**src/logic/tsc_pkg.sv**
```systemverilog
/*
 * constants shared by the splitter strap and port control logic:
 * register indices, field positions, reset values and strap encodings.
 * assumes 8-bit registers held in the low byte of 32-bit wishbone words.
 */
package tsc_pkg;

   // register indices, byte address is four times the index
   localparam logic [2:0] IDX_CFG = 3'h0;
   localparam logic [2:0] IDX_RX = 3'h1;
   localparam logic [2:0] IDX_RSV2 = 3'h2;
   localparam logic [2:0] IDX_TX1 = 3'h3;
   localparam logic [2:0] IDX_TX2 = 3'h4;
   localparam logic [2:0] IDX_RSV5 = 3'h5;
   localparam logic [2:0] IDX_RSV6 = 3'h6;
   localparam logic [2:0] IDX_STATUS = 3'h7;

   // reset values
   localparam logic [7:0] RST_CFG = 8'hff;
   localparam logic [7:0] RST_RX = 8'h00;
   localparam logic [7:0] RST_RSV2 = 8'h00;
   localparam logic [7:0] RST_TX = 8'h00;
   localparam logic [7:0] RST_RSV5 = 8'h00;
   localparam logic [7:0] RST_RSV6 = 8'h0f;

   // config register fields
   localparam int CFG_NORMAL_BIT = 7;
   localparam int CFG_P1_EN_BIT = 5;
   localparam int CFG_P2_EN_BIT = 4;

   // receiver setting fields
   localparam int RX_PD_OFF_BIT = 7;
   localparam int RX_VBIAS_VDD_BIT = 6;
   localparam int RX_VBIAS_EN_BIT = 5;
   localparam int RX_EQ_LSB = 2;
   localparam int RX_SQ_OFF_BIT = 1;

   // port output setting fields
   localparam int TX_TERM_BIT = 7;
   localparam int TX_EMPH_LSB = 4;
   localparam int TX_SWING_LSB = 2;
   localparam int TX_SLEW_LSB = 0;

   // status register fields
   localparam int ST_SERIAL_BIT = 0;
   localparam int ST_SQUELCH_BIT = 1;
   localparam int ST_P1_BIT = 2;
   localparam int ST_P2_BIT = 3;
   localparam int ST_EQ_LSB = 4;

   // fixed upper bits of the serial bus device address
   localparam logic [2:0] BUS_ADDR_FIXED = 3'h5;

   // equalization steps, 2.5 dB apart from 2.5 dB upward
   localparam logic [2:0] EQ_STEP_DEFAULT = 3'h4;

   // three-level strap reading
   typedef enum logic [1:0] {LVL_LOW, LVL_MID, LVL_HIGH} tsc_lvl_t;

endpackage

```
**src/logic/tsc_port_cfg.sv**
```systemverilog
/*
 * per-port output setting selector: picks swing, pre-emphasis and source
 * termination from straps with slew fixed at zero, or all four from the port's setting register.
 * combinational; the caller registers the results.
 */
`timescale 1ns/1ps
module tsc_port_cfg
   import tsc_pkg::*;
(
   input wire logic pin_mode,
   input wire logic [1:0] swing_strap,
   input wire logic [1:0] emph_strap,
   input wire logic term_pin,
   input wire logic [7:0] tx_reg,
   output logic [1:0] swing,
   output logic [2:0] emph,
   output logic [1:0] slew,
   output logic src_term
);

   // strap values in pin mode with slew fixed at zero, register fields otherwise
   always_comb begin
      if (pin_mode) begin
         swing = swing_strap;
         emph = {1'b0, emph_strap};
         slew = 2'h0;
         src_term = term_pin;
      end else begin
         swing = tx_reg[TX_SWING_LSB +: 2];
         emph = tx_reg[TX_EMPH_LSB +: 3];
         slew = tx_reg[TX_SLEW_LSB +: 2];
         src_term = tx_reg[TX_TERM_BIT];
      end
   end

endmodule // tsc_port_cfg

```
**src/logic/tsc_strap_ctrl.sv**
```systemverilog
/*
 * strap decode, control mode choice and port control of a one-in,
 * two-out video splitter, with its setting registers on wishbone.
 * assumes all strap and status pins are synchronous to CLOCK and that
 * floating detection of the equalizer straps is done by the pad.
 */
// How it works
// - mode strap high picks serial register control, low picks pin straps.
// - in pin mode two swing straps pick nominal, -10, +10 or +20 percent.
// - in pin mode two emphasis straps pick 0, 1.5, 2.5 or 3.5 dB.
// - output enable low disables ports, input termination, receiver and drivers.
// - broadcast pin high drives both ports, low drives only the chosen one.
// - port choice high enables port 2, low enables port 1.
// - port status output follows the port 1 enable bit of the config register.
// - termination pin high turns source termination on, low gives open drain.
// - swapped input clock polarity swaps output clock polarity on both ports.
// - tied input termination turns the input pull-down off; registers control both.
// - squelch turns outputs off while no valid input clock is seen.
// - serial mode takes port choice, emphasis, swing and slew from registers.
// - serial mode bus address is 101 then the four shared strap pins.
// - clock below threshold disables ports; above it normal swing returns.
// - config holds normal mode bit 7, port 1 bit 5, port 2 bit 4, all set.
`timescale 1ns/1ps
module tsc_strap_ctrl
   import tsc_pkg::*;
(
   input wire logic CLOCK,
   input wire logic SYS_RST,
   input wire logic WB_CYC_I,
   input wire logic WB_STB_I,
   input wire logic WB_WE_I,
   input wire logic [7:0] WB_ADR_I,
   input wire logic [3:0] WB_SEL_I,
   input wire logic [31:0] WB_DAT_I,
   output logic [31:0] WB_DAT_O,
   output logic WB_ACK_O,
   input wire logic CONTROL_MODE_STRAP,
   input wire logic EQUALIZER_STRAP_HIGH,
   input wire logic EQUALIZER_STRAP_HIGH_FLOAT,
   input wire logic EQUALIZER_STRAP_LOW,
   input wire logic EQUALIZER_STRAP_LOW_FLOAT,
   input wire logic SWING_STRAP_LOW,
   input wire logic SWING_STRAP_HIGH,
   input wire logic EMPHASIS_STRAP_LOW,
   input wire logic EMPHASIS_STRAP_HIGH,
   input wire logic OUTPUT_ENABLE_PIN,
   input wire logic BROADCAST_SELECT_PIN,
   input wire logic PORT_CHOICE_PIN,
   input wire logic TERM_SELECT_PIN,
   input wire logic CLK_POLARITY_SWAPPED,
   input wire logic CLK_DETECT,
   output logic SERIAL_MODE,
   output logic [6:0] CFG_BUS_ADDR,
   output logic [2:0] EQ_STEP,
   output logic PORT1_ACTIVE,
   output logic PORT2_ACTIVE,
   output logic [1:0] PORT1_SWING,
   output logic [1:0] PORT2_SWING,
   output logic [2:0] PORT1_EMPH,
   output logic [2:0] PORT2_EMPH,
   output logic [1:0] PORT1_SLEW,
   output logic [1:0] PORT2_SLEW,
   output logic PORT1_SRC_TERM,
   output logic PORT2_SRC_TERM,
   output logic PORT1_CLK_SWAP,
   output logic PORT2_CLK_SWAP,
   output logic RX_POWER,
   output logic DRV_POWER,
   output logic INPUT_TERMINATION_ON,
   output logic INPUT_TERMINATION_TIED,
   output logic INPUT_TERMINATION_VDD,
   output logic INPUT_PULLDOWN_ON,
   output logic SQUELCH,
   output logic PORT_STATUS
);

   // setting registers
   logic [7:0] cfg_r;
   logic [7:0] rx_r;
   logic [7:0] rsv2_r;
   logic [7:0] tx1_r;
   logic [7:0] tx2_r;
   logic [7:0] rsv5_r;
   logic [7:0] rsv6_r;

   // bus slave state
   logic ack_r;
   logic [31:0] dat_r;
   logic req;
   logic mapped;
   logic [2:0] idx;
   logic wr_en;
   logic [7:0] rd_byte;

   // decoded control
   logic pin_mode;
   tsc_lvl_t eq_hi_lvl;
   tsc_lvl_t eq_lo_lvl;
   logic [2:0] eq_nxt;
   logic squelch_nxt;
   logic powered;
   logic p1_want;
   logic p2_want;
   logic p1_nxt;
   logic p2_nxt;
   logic term_tied_nxt;
   logic pd_nxt;
   logic [7:0] status_byte;

   // per-port selector results
   logic [1:0] p1_swing;
   logic [1:0] p2_swing;
   logic [2:0] p1_emph;
   logic [2:0] p2_emph;
   logic [1:0] p1_slew;
   logic [1:0] p2_slew;
   logic p1_term;
   logic p2_term;

   // registered copies of outputs
   logic serial_r;
   logic [6:0] bus_addr_r;
   logic [2:0] eq_r;
   logic p1_act_r;
   logic p2_act_r;
   logic [1:0] p1_swing_r;
   logic [1:0] p2_swing_r;
   logic [2:0] p1_emph_r;
   logic [2:0] p2_emph_r;
   logic [1:0] p1_slew_r;
   logic [1:0] p2_slew_r;
   logic p1_term_r;
   logic p2_term_r;
   logic clk_swap_r;
   logic rx_pwr_r;
   logic drv_pwr_r;
   logic term_on_r;
   logic term_tied_r;
   logic term_vdd_r;
   logic pd_on_r;
   logic squelch_r;
   logic port_status_r;

   // address decode, one word per register
   assign req = WB_CYC_I & WB_STB_I;
   assign mapped = (WB_ADR_I[7:5] == 3'h0) && (WB_ADR_I[1:0] == 2'h0);
   assign idx = WB_ADR_I[4:2];
   assign wr_en = req & ack_r & WB_WE_I & WB_SEL_I[0] & mapped;

   // mode strap, unconnected reads high by pull-up
   assign pin_mode = ~CONTROL_MODE_STRAP;

   // three-level strap readings, floating wins over level
   assign eq_hi_lvl = EQUALIZER_STRAP_HIGH_FLOAT ? LVL_MID : (EQUALIZER_STRAP_HIGH ? LVL_HIGH : LVL_LOW);
   assign eq_lo_lvl = EQUALIZER_STRAP_LOW_FLOAT ? LVL_MID : (EQUALIZER_STRAP_LOW ? LVL_HIGH : LVL_LOW);

   // equalizer step from straps or register
   always_comb begin
      eq_nxt = EQ_STEP_DEFAULT;
      if (!pin_mode) begin
         eq_nxt = rx_r[RX_EQ_LSB +: 3];
      end else begin
         unique case ({eq_hi_lvl, eq_lo_lvl})
            {LVL_LOW, LVL_MID}: eq_nxt = 3'h0;
            {LVL_LOW, LVL_LOW}: eq_nxt = 3'h1;
            {LVL_MID, LVL_LOW}: eq_nxt = 3'h2;
            {LVL_LOW, LVL_HIGH}: eq_nxt = 3'h3;
            {LVL_MID, LVL_MID}: eq_nxt = 3'h4;
            {LVL_HIGH, LVL_LOW}: eq_nxt = 3'h5;
            {LVL_HIGH, LVL_MID}: eq_nxt = 3'h6;
            {LVL_HIGH, LVL_HIGH}: eq_nxt = 3'h7;
            default: eq_nxt = EQ_STEP_DEFAULT;
         endcase
      end
   end

   // squelch from the clock detector unless switched off by register
   assign squelch_nxt = OUTPUT_ENABLE_PIN & ~CLK_DETECT & ~(~pin_mode & rx_r[RX_SQ_OFF_BIT]);

   // receiver and drivers powered while enabled and not in standby
   assign powered = OUTPUT_ENABLE_PIN & (pin_mode | cfg_r[CFG_NORMAL_BIT]);

   // port choice: broadcast or single port, register bits in serial mode
   always_comb begin
      if (pin_mode) begin
         p1_want = BROADCAST_SELECT_PIN | ~PORT_CHOICE_PIN;
         p2_want = BROADCAST_SELECT_PIN | PORT_CHOICE_PIN;
      end else begin
         p1_want = cfg_r[CFG_P1_EN_BIT];
         p2_want = cfg_r[CFG_P2_EN_BIT];
      end
   end

   // a port drives only while powered and out of squelch
   assign p1_nxt = p1_want & powered & ~squelch_nxt;
   assign p2_nxt = p2_want & powered & ~squelch_nxt;

   // input termination tie and high-value pull-down
   assign term_tied_nxt = OUTPUT_ENABLE_PIN & ~pin_mode & rx_r[RX_VBIAS_EN_BIT];
   assign pd_nxt = OUTPUT_ENABLE_PIN & ~term_tied_nxt & ~(~pin_mode & rx_r[RX_PD_OFF_BIT]);

   // port 1 output settings
   tsc_port_cfg u_port1 (
      .pin_mode(pin_mode),
      .swing_strap({SWING_STRAP_HIGH, SWING_STRAP_LOW}),
      .emph_strap({EMPHASIS_STRAP_HIGH, EMPHASIS_STRAP_LOW}),
      .term_pin(TERM_SELECT_PIN),
      .tx_reg(tx1_r),
      .swing(p1_swing),
      .emph(p1_emph),
      .slew(p1_slew),
      .src_term(p1_term)
   );

   // port 2 output settings
   tsc_port_cfg u_port2 (
      .pin_mode(pin_mode),
      .swing_strap({SWING_STRAP_HIGH, SWING_STRAP_LOW}),
      .emph_strap({EMPHASIS_STRAP_HIGH, EMPHASIS_STRAP_LOW}),
      .term_pin(TERM_SELECT_PIN),
      .tx_reg(tx2_r),
      .swing(p2_swing),
      .emph(p2_emph),
      .slew(p2_slew),
      .src_term(p2_term)
   );

   // live state seen by software
   always_comb begin
      status_byte = 8'h00;
      status_byte[ST_SERIAL_BIT] = serial_r;
      status_byte[ST_SQUELCH_BIT] = squelch_r;
      status_byte[ST_P1_BIT] = p1_act_r;
      status_byte[ST_P2_BIT] = p2_act_r;
      status_byte[ST_EQ_LSB +: 3] = eq_r;
   end

   // read mux, unmapped addresses read zero
   always_comb begin
      rd_byte = 8'h00;
      if (mapped) begin
         unique case (idx)
            IDX_CFG: rd_byte = cfg_r;
            IDX_RX: rd_byte = rx_r;
            IDX_RSV2: rd_byte = rsv2_r;
            IDX_TX1: rd_byte = tx1_r;
            IDX_TX2: rd_byte = tx2_r;
            IDX_RSV5: rd_byte = rsv5_r;
            IDX_RSV6: rd_byte = rsv6_r;
            IDX_STATUS: rd_byte = status_byte;
         endcase
      end
   end

   // bus handshake: ack one cycle after the request, dropped after one
   always_ff @(posedge CLOCK) begin
      if (SYS_RST) begin
         ack_r <= 1'b0;
         dat_r <= 32'h00000000;
      end else begin
         ack_r <= req & ~ack_r;
         if (req & ~ack_r) begin
            dat_r <= {24'h000000, rd_byte};
         end
      end
   end

   // register writes at the edge where ack is sampled
   always_ff @(posedge CLOCK) begin
      if (SYS_RST) begin
         cfg_r <= RST_CFG;
         rx_r <= RST_RX;
         rsv2_r <= RST_RSV2;
         tx1_r <= RST_TX;
         tx2_r <= RST_TX;
         rsv5_r <= RST_RSV5;
         rsv6_r <= RST_RSV6;
      end else if (wr_en) begin
         unique case (idx)
            IDX_CFG: cfg_r <= WB_DAT_I[7:0];
            IDX_RX: rx_r <= WB_DAT_I[7:0];
            IDX_RSV2: rsv2_r <= WB_DAT_I[7:0];
            IDX_TX1: tx1_r <= WB_DAT_I[7:0];
            IDX_TX2: tx2_r <= WB_DAT_I[7:0];
            IDX_RSV5: rsv5_r <= WB_DAT_I[7:0];
            IDX_RSV6: rsv6_r <= WB_DAT_I[7:0];
            IDX_STATUS: ;
         endcase
      end
   end

   // mode, address and equalizer outputs
   always_ff @(posedge CLOCK) begin
      if (SYS_RST) begin
         serial_r <= 1'b0;
         bus_addr_r <= 7'h00;
         eq_r <= 3'h0;
      end else begin
         serial_r <= ~pin_mode;
         bus_addr_r <= {BUS_ADDR_FIXED, EMPHASIS_STRAP_HIGH, EMPHASIS_STRAP_LOW,
                        SWING_STRAP_HIGH, SWING_STRAP_LOW};
         eq_r <= eq_nxt;
      end
   end

   // port enables, squelch and status pin
   always_ff @(posedge CLOCK) begin
      if (SYS_RST) begin
         p1_act_r <= 1'b0;
         p2_act_r <= 1'b0;
         squelch_r <= 1'b0;
         port_status_r <= 1'b0;
      end else begin
         p1_act_r <= p1_nxt;
         p2_act_r <= p2_nxt;
         squelch_r <= squelch_nxt;
         port_status_r <= cfg_r[CFG_P1_EN_BIT];
      end
   end

   // per-port drive settings and clock polarity
   always_ff @(posedge CLOCK) begin
      if (SYS_RST) begin
         p1_swing_r <= 2'h0;
         p2_swing_r <= 2'h0;
         p1_emph_r <= 3'h0;
         p2_emph_r <= 3'h0;
         p1_slew_r <= 2'h0;
         p2_slew_r <= 2'h0;
         p1_term_r <= 1'b0;
         p2_term_r <= 1'b0;
         clk_swap_r <= 1'b0;
      end else begin
         p1_swing_r <= p1_swing;
         p2_swing_r <= p2_swing;
         p1_emph_r <= p1_emph;
         p2_emph_r <= p2_emph;
         p1_slew_r <= p1_slew;
         p2_slew_r <= p2_slew;
         p1_term_r <= p1_term;
         p2_term_r <= p2_term;
         clk_swap_r <= CLK_POLARITY_SWAPPED;
      end
   end

   // power and input termination
   always_ff @(posedge CLOCK) begin
      if (SYS_RST) begin
         rx_pwr_r <= 1'b0;
         drv_pwr_r <= 1'b0;
         term_on_r <= 1'b0;
         term_tied_r <= 1'b0;
         term_vdd_r <= 1'b0;
         pd_on_r <= 1'b0;
      end else begin
         rx_pwr_r <= powered;
         drv_pwr_r <= powered;
         term_on_r <= OUTPUT_ENABLE_PIN;
         term_tied_r <= term_tied_nxt;
         term_vdd_r <= term_tied_nxt & rx_r[RX_VBIAS_VDD_BIT];
         pd_on_r <= pd_nxt;
      end
   end

   // outputs straight from flops
   assign WB_ACK_O = ack_r;
   assign WB_DAT_O = dat_r;
   assign SERIAL_MODE = serial_r;
   assign CFG_BUS_ADDR = bus_addr_r;
   assign EQ_STEP = eq_r;
   assign PORT1_ACTIVE = p1_act_r;
   assign PORT2_ACTIVE = p2_act_r;
   assign PORT1_SWING = p1_swing_r;
   assign PORT2_SWING = p2_swing_r;
   assign PORT1_EMPH = p1_emph_r;
   assign PORT2_EMPH = p2_emph_r;
   assign PORT1_SLEW = p1_slew_r;
   assign PORT2_SLEW = p2_slew_r;
   assign PORT1_SRC_TERM = p1_term_r;
   assign PORT2_SRC_TERM = p2_term_r;
   assign PORT1_CLK_SWAP = clk_swap_r;
   assign PORT2_CLK_SWAP = clk_swap_r;
   assign RX_POWER = rx_pwr_r;
   assign DRV_POWER = drv_pwr_r;
   assign INPUT_TERMINATION_ON = term_on_r;
   assign INPUT_TERMINATION_TIED = term_tied_r;
   assign INPUT_TERMINATION_VDD = term_vdd_r;
   assign INPUT_PULLDOWN_ON = pd_on_r;
   assign SQUELCH = squelch_r;
   assign PORT_STATUS = port_status_r;

endmodule // tsc_strap_ctrl

```
**config.mk**
```make
export PLATFORM = sky130hd
export DESIGN_NAME = tsc_strap_ctrl
export DESIGN_NICKNAME = d
export VERILOG_FILES = /design/src/logic/tsc_pkg.sv /design/src/logic/tsc_port_cfg.sv /design/src/logic/tsc_strap_ctrl.sv
export SDC_FILE = /design/constraint.sdc
export NUM_CORES = 1
export LEC_CHECK = 0
export ABC_AREA = 1
export ABC_CLOCK_PERIOD_IN_PS = 1300
export BUFFER_PORTS_ARGS = -buffer_cell sky130_fd_sc_hd__buf_4
export CAP_MARGIN = 25
export CORE_ASPECT_RATIO = 0.7
export CORE_MARGIN = 4
export CORE_UTILIZATION = 46
export DETAILED_ROUTE_END_ITERATION = 12
export PLACE_DENSITY = 0.72
export SLEW_MARGIN = 25
export SYNTH_ARGS = -nofsm -noshare
export SYNTH_HDL_FRONTEND = slang
export SYNTH_SLANG_ARGS = --single-unit
```
**constraint.sdc**
```tcl
create_clock -name CLOCK -period 1.3 [get_ports CLOCK]
set_input_delay 0.26 -clock CLOCK [delete_from_list [all_inputs] [get_ports CLOCK]]
set_output_delay 0.26 -clock CLOCK [all_outputs]
set_load 0.02 [all_outputs]
```
==> reports/metrics.cfg <==
[placement]
number_of_cells_in_the_design_after_placement=827
placedInstanceArea_mm2=0.00542
portBuffers=83
gp_congestion=0.899
detailedPlacementHpwl_um=9820
dp_worst_setup_slack_ns=-0.251

[route]
drc_errors_left=0
first_iter_violations=350
antenna_left=0
vias_per_cell=5.36
drt-total-wl_um=14000
detail_route.wl_per_cell_um=16.5
detailedRoute.firstPassIterationCount=5
vias=4549

[sta]
unrepaired_setup_endpoints_after_global_routing=yes
hold_violations=0
timing.final.crit_share_pct=98.7
final_max_slew_viol_count=0
final.min_clock_period_ns=1.28
setup-violations-final=0
timing.clock.skew_ns=0.00830
fin_ws_ns=0.0170
final.setup.tns_ns=0
finalHoldWorstSlack_ns=0.0775
max_clock_freq_ghz=0.779

[status]
run_status=finished clean

[yosys]
yosysMostFrequentCell=sky130_fd_sc_hd__nand2_1
most_frequently_used_flop_master_after_synthesis=sky130_fd_sc_hd__dfxtp_1
yosysUniqueCellTypes=33
share_of_synthesized_area_occupied_by_flip_flops_and_latches_pct=44.5
synth-edff-count=0
synth_common_cells=sky130_fd_sc_hd__nand2_1, sky130_fd_sc_hd__dfxtp_1, sky130_fd_sc_hd__nor2_1
share_of_synthesized_cell_area_in_full_adder_half_adder_and_majority_cells_pct=0
number_of_flip_flops_and_latches_in_the_synthesized_netlist=100
asyncSetResetFlopFracSynth_pct=0
post_synth_mux_area_share_pct=0
syn-mean-instance-area_um2=7.34
yosys.area_share.simple_pct=36.1
yosysWarningCount=0
synth_top_family_by_area=simple AND/OR/NAND/NOR gates
cell_count_after_synthesis=613
synth-xor-area-share_pct=0
synth_top_cell_area_share_pct=44.5
area_fraction_in_compound_gates_after_synthesis_pct=7.03
synth.top_cells.by_area=sky130_fd_sc_hd__dfxtp_1, sky130_fd_sc_hd__nand2_1, sky130_fd_sc_hd__nand4_1
synth_area_leader_cell=sky130_fd_sc_hd__dfxtp_1
area_of_the_mapped_netlist_mm2=0.00450

[cts]
tritoncts=done
cts-buffers-inserted=9
clkSlewWorstSetupHoldPaths_ns=0.07
clk-insertion-delay-late_ns=0.35
cts_root_buf=sky130_fd_sc_hd__clkbuf_16
max-clock-path-buffers=2
clock_sink_count=100
htree_num_levels=3

[setup_path]
cp_slowest_cell=sky130_fd_sc_hd__dfxtp_4
cpPeakStageDelay_ns=0.37
timing.critical_path.arrival_ns=1.53
critical_path_required_ns=1.54
timing.critical_path.cells=nand3_4 -> nor2_4 -> buf_6 -> nand3_2 -> nand2_1 -> a21oi_2
worstSetupPathType=reg2reg
crit_path_start_kind=flip-flop
critical_path.max_fanout=8
end_kind=flip-flop

[hold_path]
timing.hold.worst.class=in2reg

[power]
p_leak_nw=2.80
powerDensity_mw_per_mm2=1100
report.power.total_mw=6.45
ir_worst_vdd_v=0.000676

[global_route]
grt_pass1_wl_um=21800
gr_met1_demand_resource_pct=32.4
grt_overflow=0
grt_max_degree=32
vias_in_the_first_global_route=4286
use_met2_pct=37.4
grt.busiest_layer=met2
track_usage_pct=24.0
antenna_found_initial=0
globalRouteMet3Util_pct=6.80

[final_layout]
ff_latch_area_mm2=0.00201
multi_input_area_mm2=0.00216
num_antenna_cells=0
finish.utilization_pct=63.2
design.final.nets=784
layout.cells.non_filler=849
design_area_mm2=0.00587
nFillCells=866
post_route_cells_drive_above_1_share_pct=25.1
area_delta_synth_final_pct=30.5

[floorplanning]
floorplan.core_area_mm2=0.00929
initial_core_util_pct=48.5
floorplan.die_area_mm2=0.0115
fp.dieW_um=126
die_ht_um=90.8
count_of_pins_on_the_block_boundary=136
placement_rows=29

[run]
max_cap_violations=0

## cell usage in the layout (no fill, tap or decap), types with 2 or more instances in the layout
| cell type | instances |
|---|---|
| sky130_fd_sc_hd__nand4_1 | 65 |
| sky130_fd_sc_hd__nor3_4 | 3 |
| sky130_fd_sc_hd__buf_4 | 118 |
| sky130_fd_sc_hd__inv_2 | 3 |
| sky130_fd_sc_hd__nor2_1 | 94 |
| sky130_fd_sc_hd__inv_6 | 3 |
| sky130_fd_sc_hd__nor2_2 | 2 |
| sky130_fd_sc_hd__nand4_4 | 2 |
| sky130_fd_sc_hd__conb_1 | 25 |
| sky130_fd_sc_hd__nand2_4 | 2 |
| sky130_fd_sc_hd__nor2_4 | 3 |
| sky130_fd_sc_hd__a21oi_1 | 34 |
| sky130_fd_sc_hd__buf_6 | 7 |
| sky130_fd_sc_hd__clkinv_4 | 2 |
| sky130_fd_sc_hd__nand3_4 | 4 |
| sky130_fd_sc_hd__nand3b_4 | 2 |
| sky130_fd_sc_hd__clkbuf_16 | 9 |
| sky130_fd_sc_hd__buf_12 | 7 |
| sky130_fd_sc_hd__nand2_1 | 138 |
| sky130_fd_sc_hd__nand2_2 | 7 |
| sky130_fd_sc_hd__dfxtp_1 | 99 |
| sky130_fd_sc_hd__inv_1 | 36 |
| sky130_fd_sc_hd__nand3_2 | 2 |
| sky130_fd_sc_hd__nor3_1 | 5 |
| sky130_fd_sc_hd__nand3_1 | 17 |
| sky130_fd_sc_hd__o21ai_0 | 21 |
## final timing paths
kind | startpoint | to | slack (ns) | cells past startpoint
setup / recovery | WB_ACK_O | rsv2_r[0] | 0.02 | 6
hold / removal | CLK_DETECT | SQUELCH | 0.08 | 2
setup reg to reg | WB_ACK_O | rsv2_r[0] | 0.02 | 6
hold reg to reg | tx2_r[1] | PORT2_SLEW[1] | 0.46 | 2
## flip-flops by register name, summed over array words and instances, names as in the netlist, 2 cells and up
signal / count
rsv6_r: 8
WB_DAT_O: 8
tx1_r: 8
rsv2_r: 8
PORT2_SLEW: 2
PORT2_EMPH: 3
cfg_r: 8
PORT1_EMPH: 3
rx_r: 8
tx2_r: 8
rsv5_r: 8
EQ_STEP: 3
PORT2_SWING: 2
PORT1_SLEW: 2
CFG_BUS_ADDR: 5
PORT1_SWING: 2
## routing by layer
layer	wire length, um	part of all wire [%]	vias up
li1	-	-	2184
met1	6150	44	2116
met2	6320	45	217
met3	1260	9.0	32
met4	296	2.1	0
met5	0	0	-
## worst max-delay path: cells and delay by family (launching register included)
family / cells / cell delay [ns]
AND/OR/NAND/NOR: 4 / 0.55
buffers and inverters: 1 / 0.19
AO/OA/AOI/OAI: 1 / 0.06
flip-flops: 1 / 0.37
## cells by family (layout without fill, tap and decap cells)
group           Yosys count  in the layout
buf+inv                 105            190
compound gates           61             61
other cells               1             25
flops                   100            100
simple gates            346            349
## area by class of cell
| type | count | share of cell area (%) |
|---|---|---|
| timing repair buffer | 132 | 18.8 |
| clock buffer | 11 | 4.13 |
| tap | 124 | 2.64 |
| sequential | 100 | 34.1 |
| inverter | 42 | 2.81 |
| clock inverter | 5 | 0.724 |
| multi-input combinational | 435 | 36.7 |
## repair_timing
action / in CTS / in global routing
setup buffers: 0 / 2
setup endpoints to repair: 10 / 56
resized for setup: 1 / 28
gates cloned: 2 / 2
pin swaps: 1 / 7
hold buffers: 0 / 0
## where the power goes
group / switching (mW) / internal [mW]
sequential: 0.0208 / 3.10
combinational: 0.468 / 0.267
clock: 1.22 / 1.38
(Power assumes the default switching activity.)
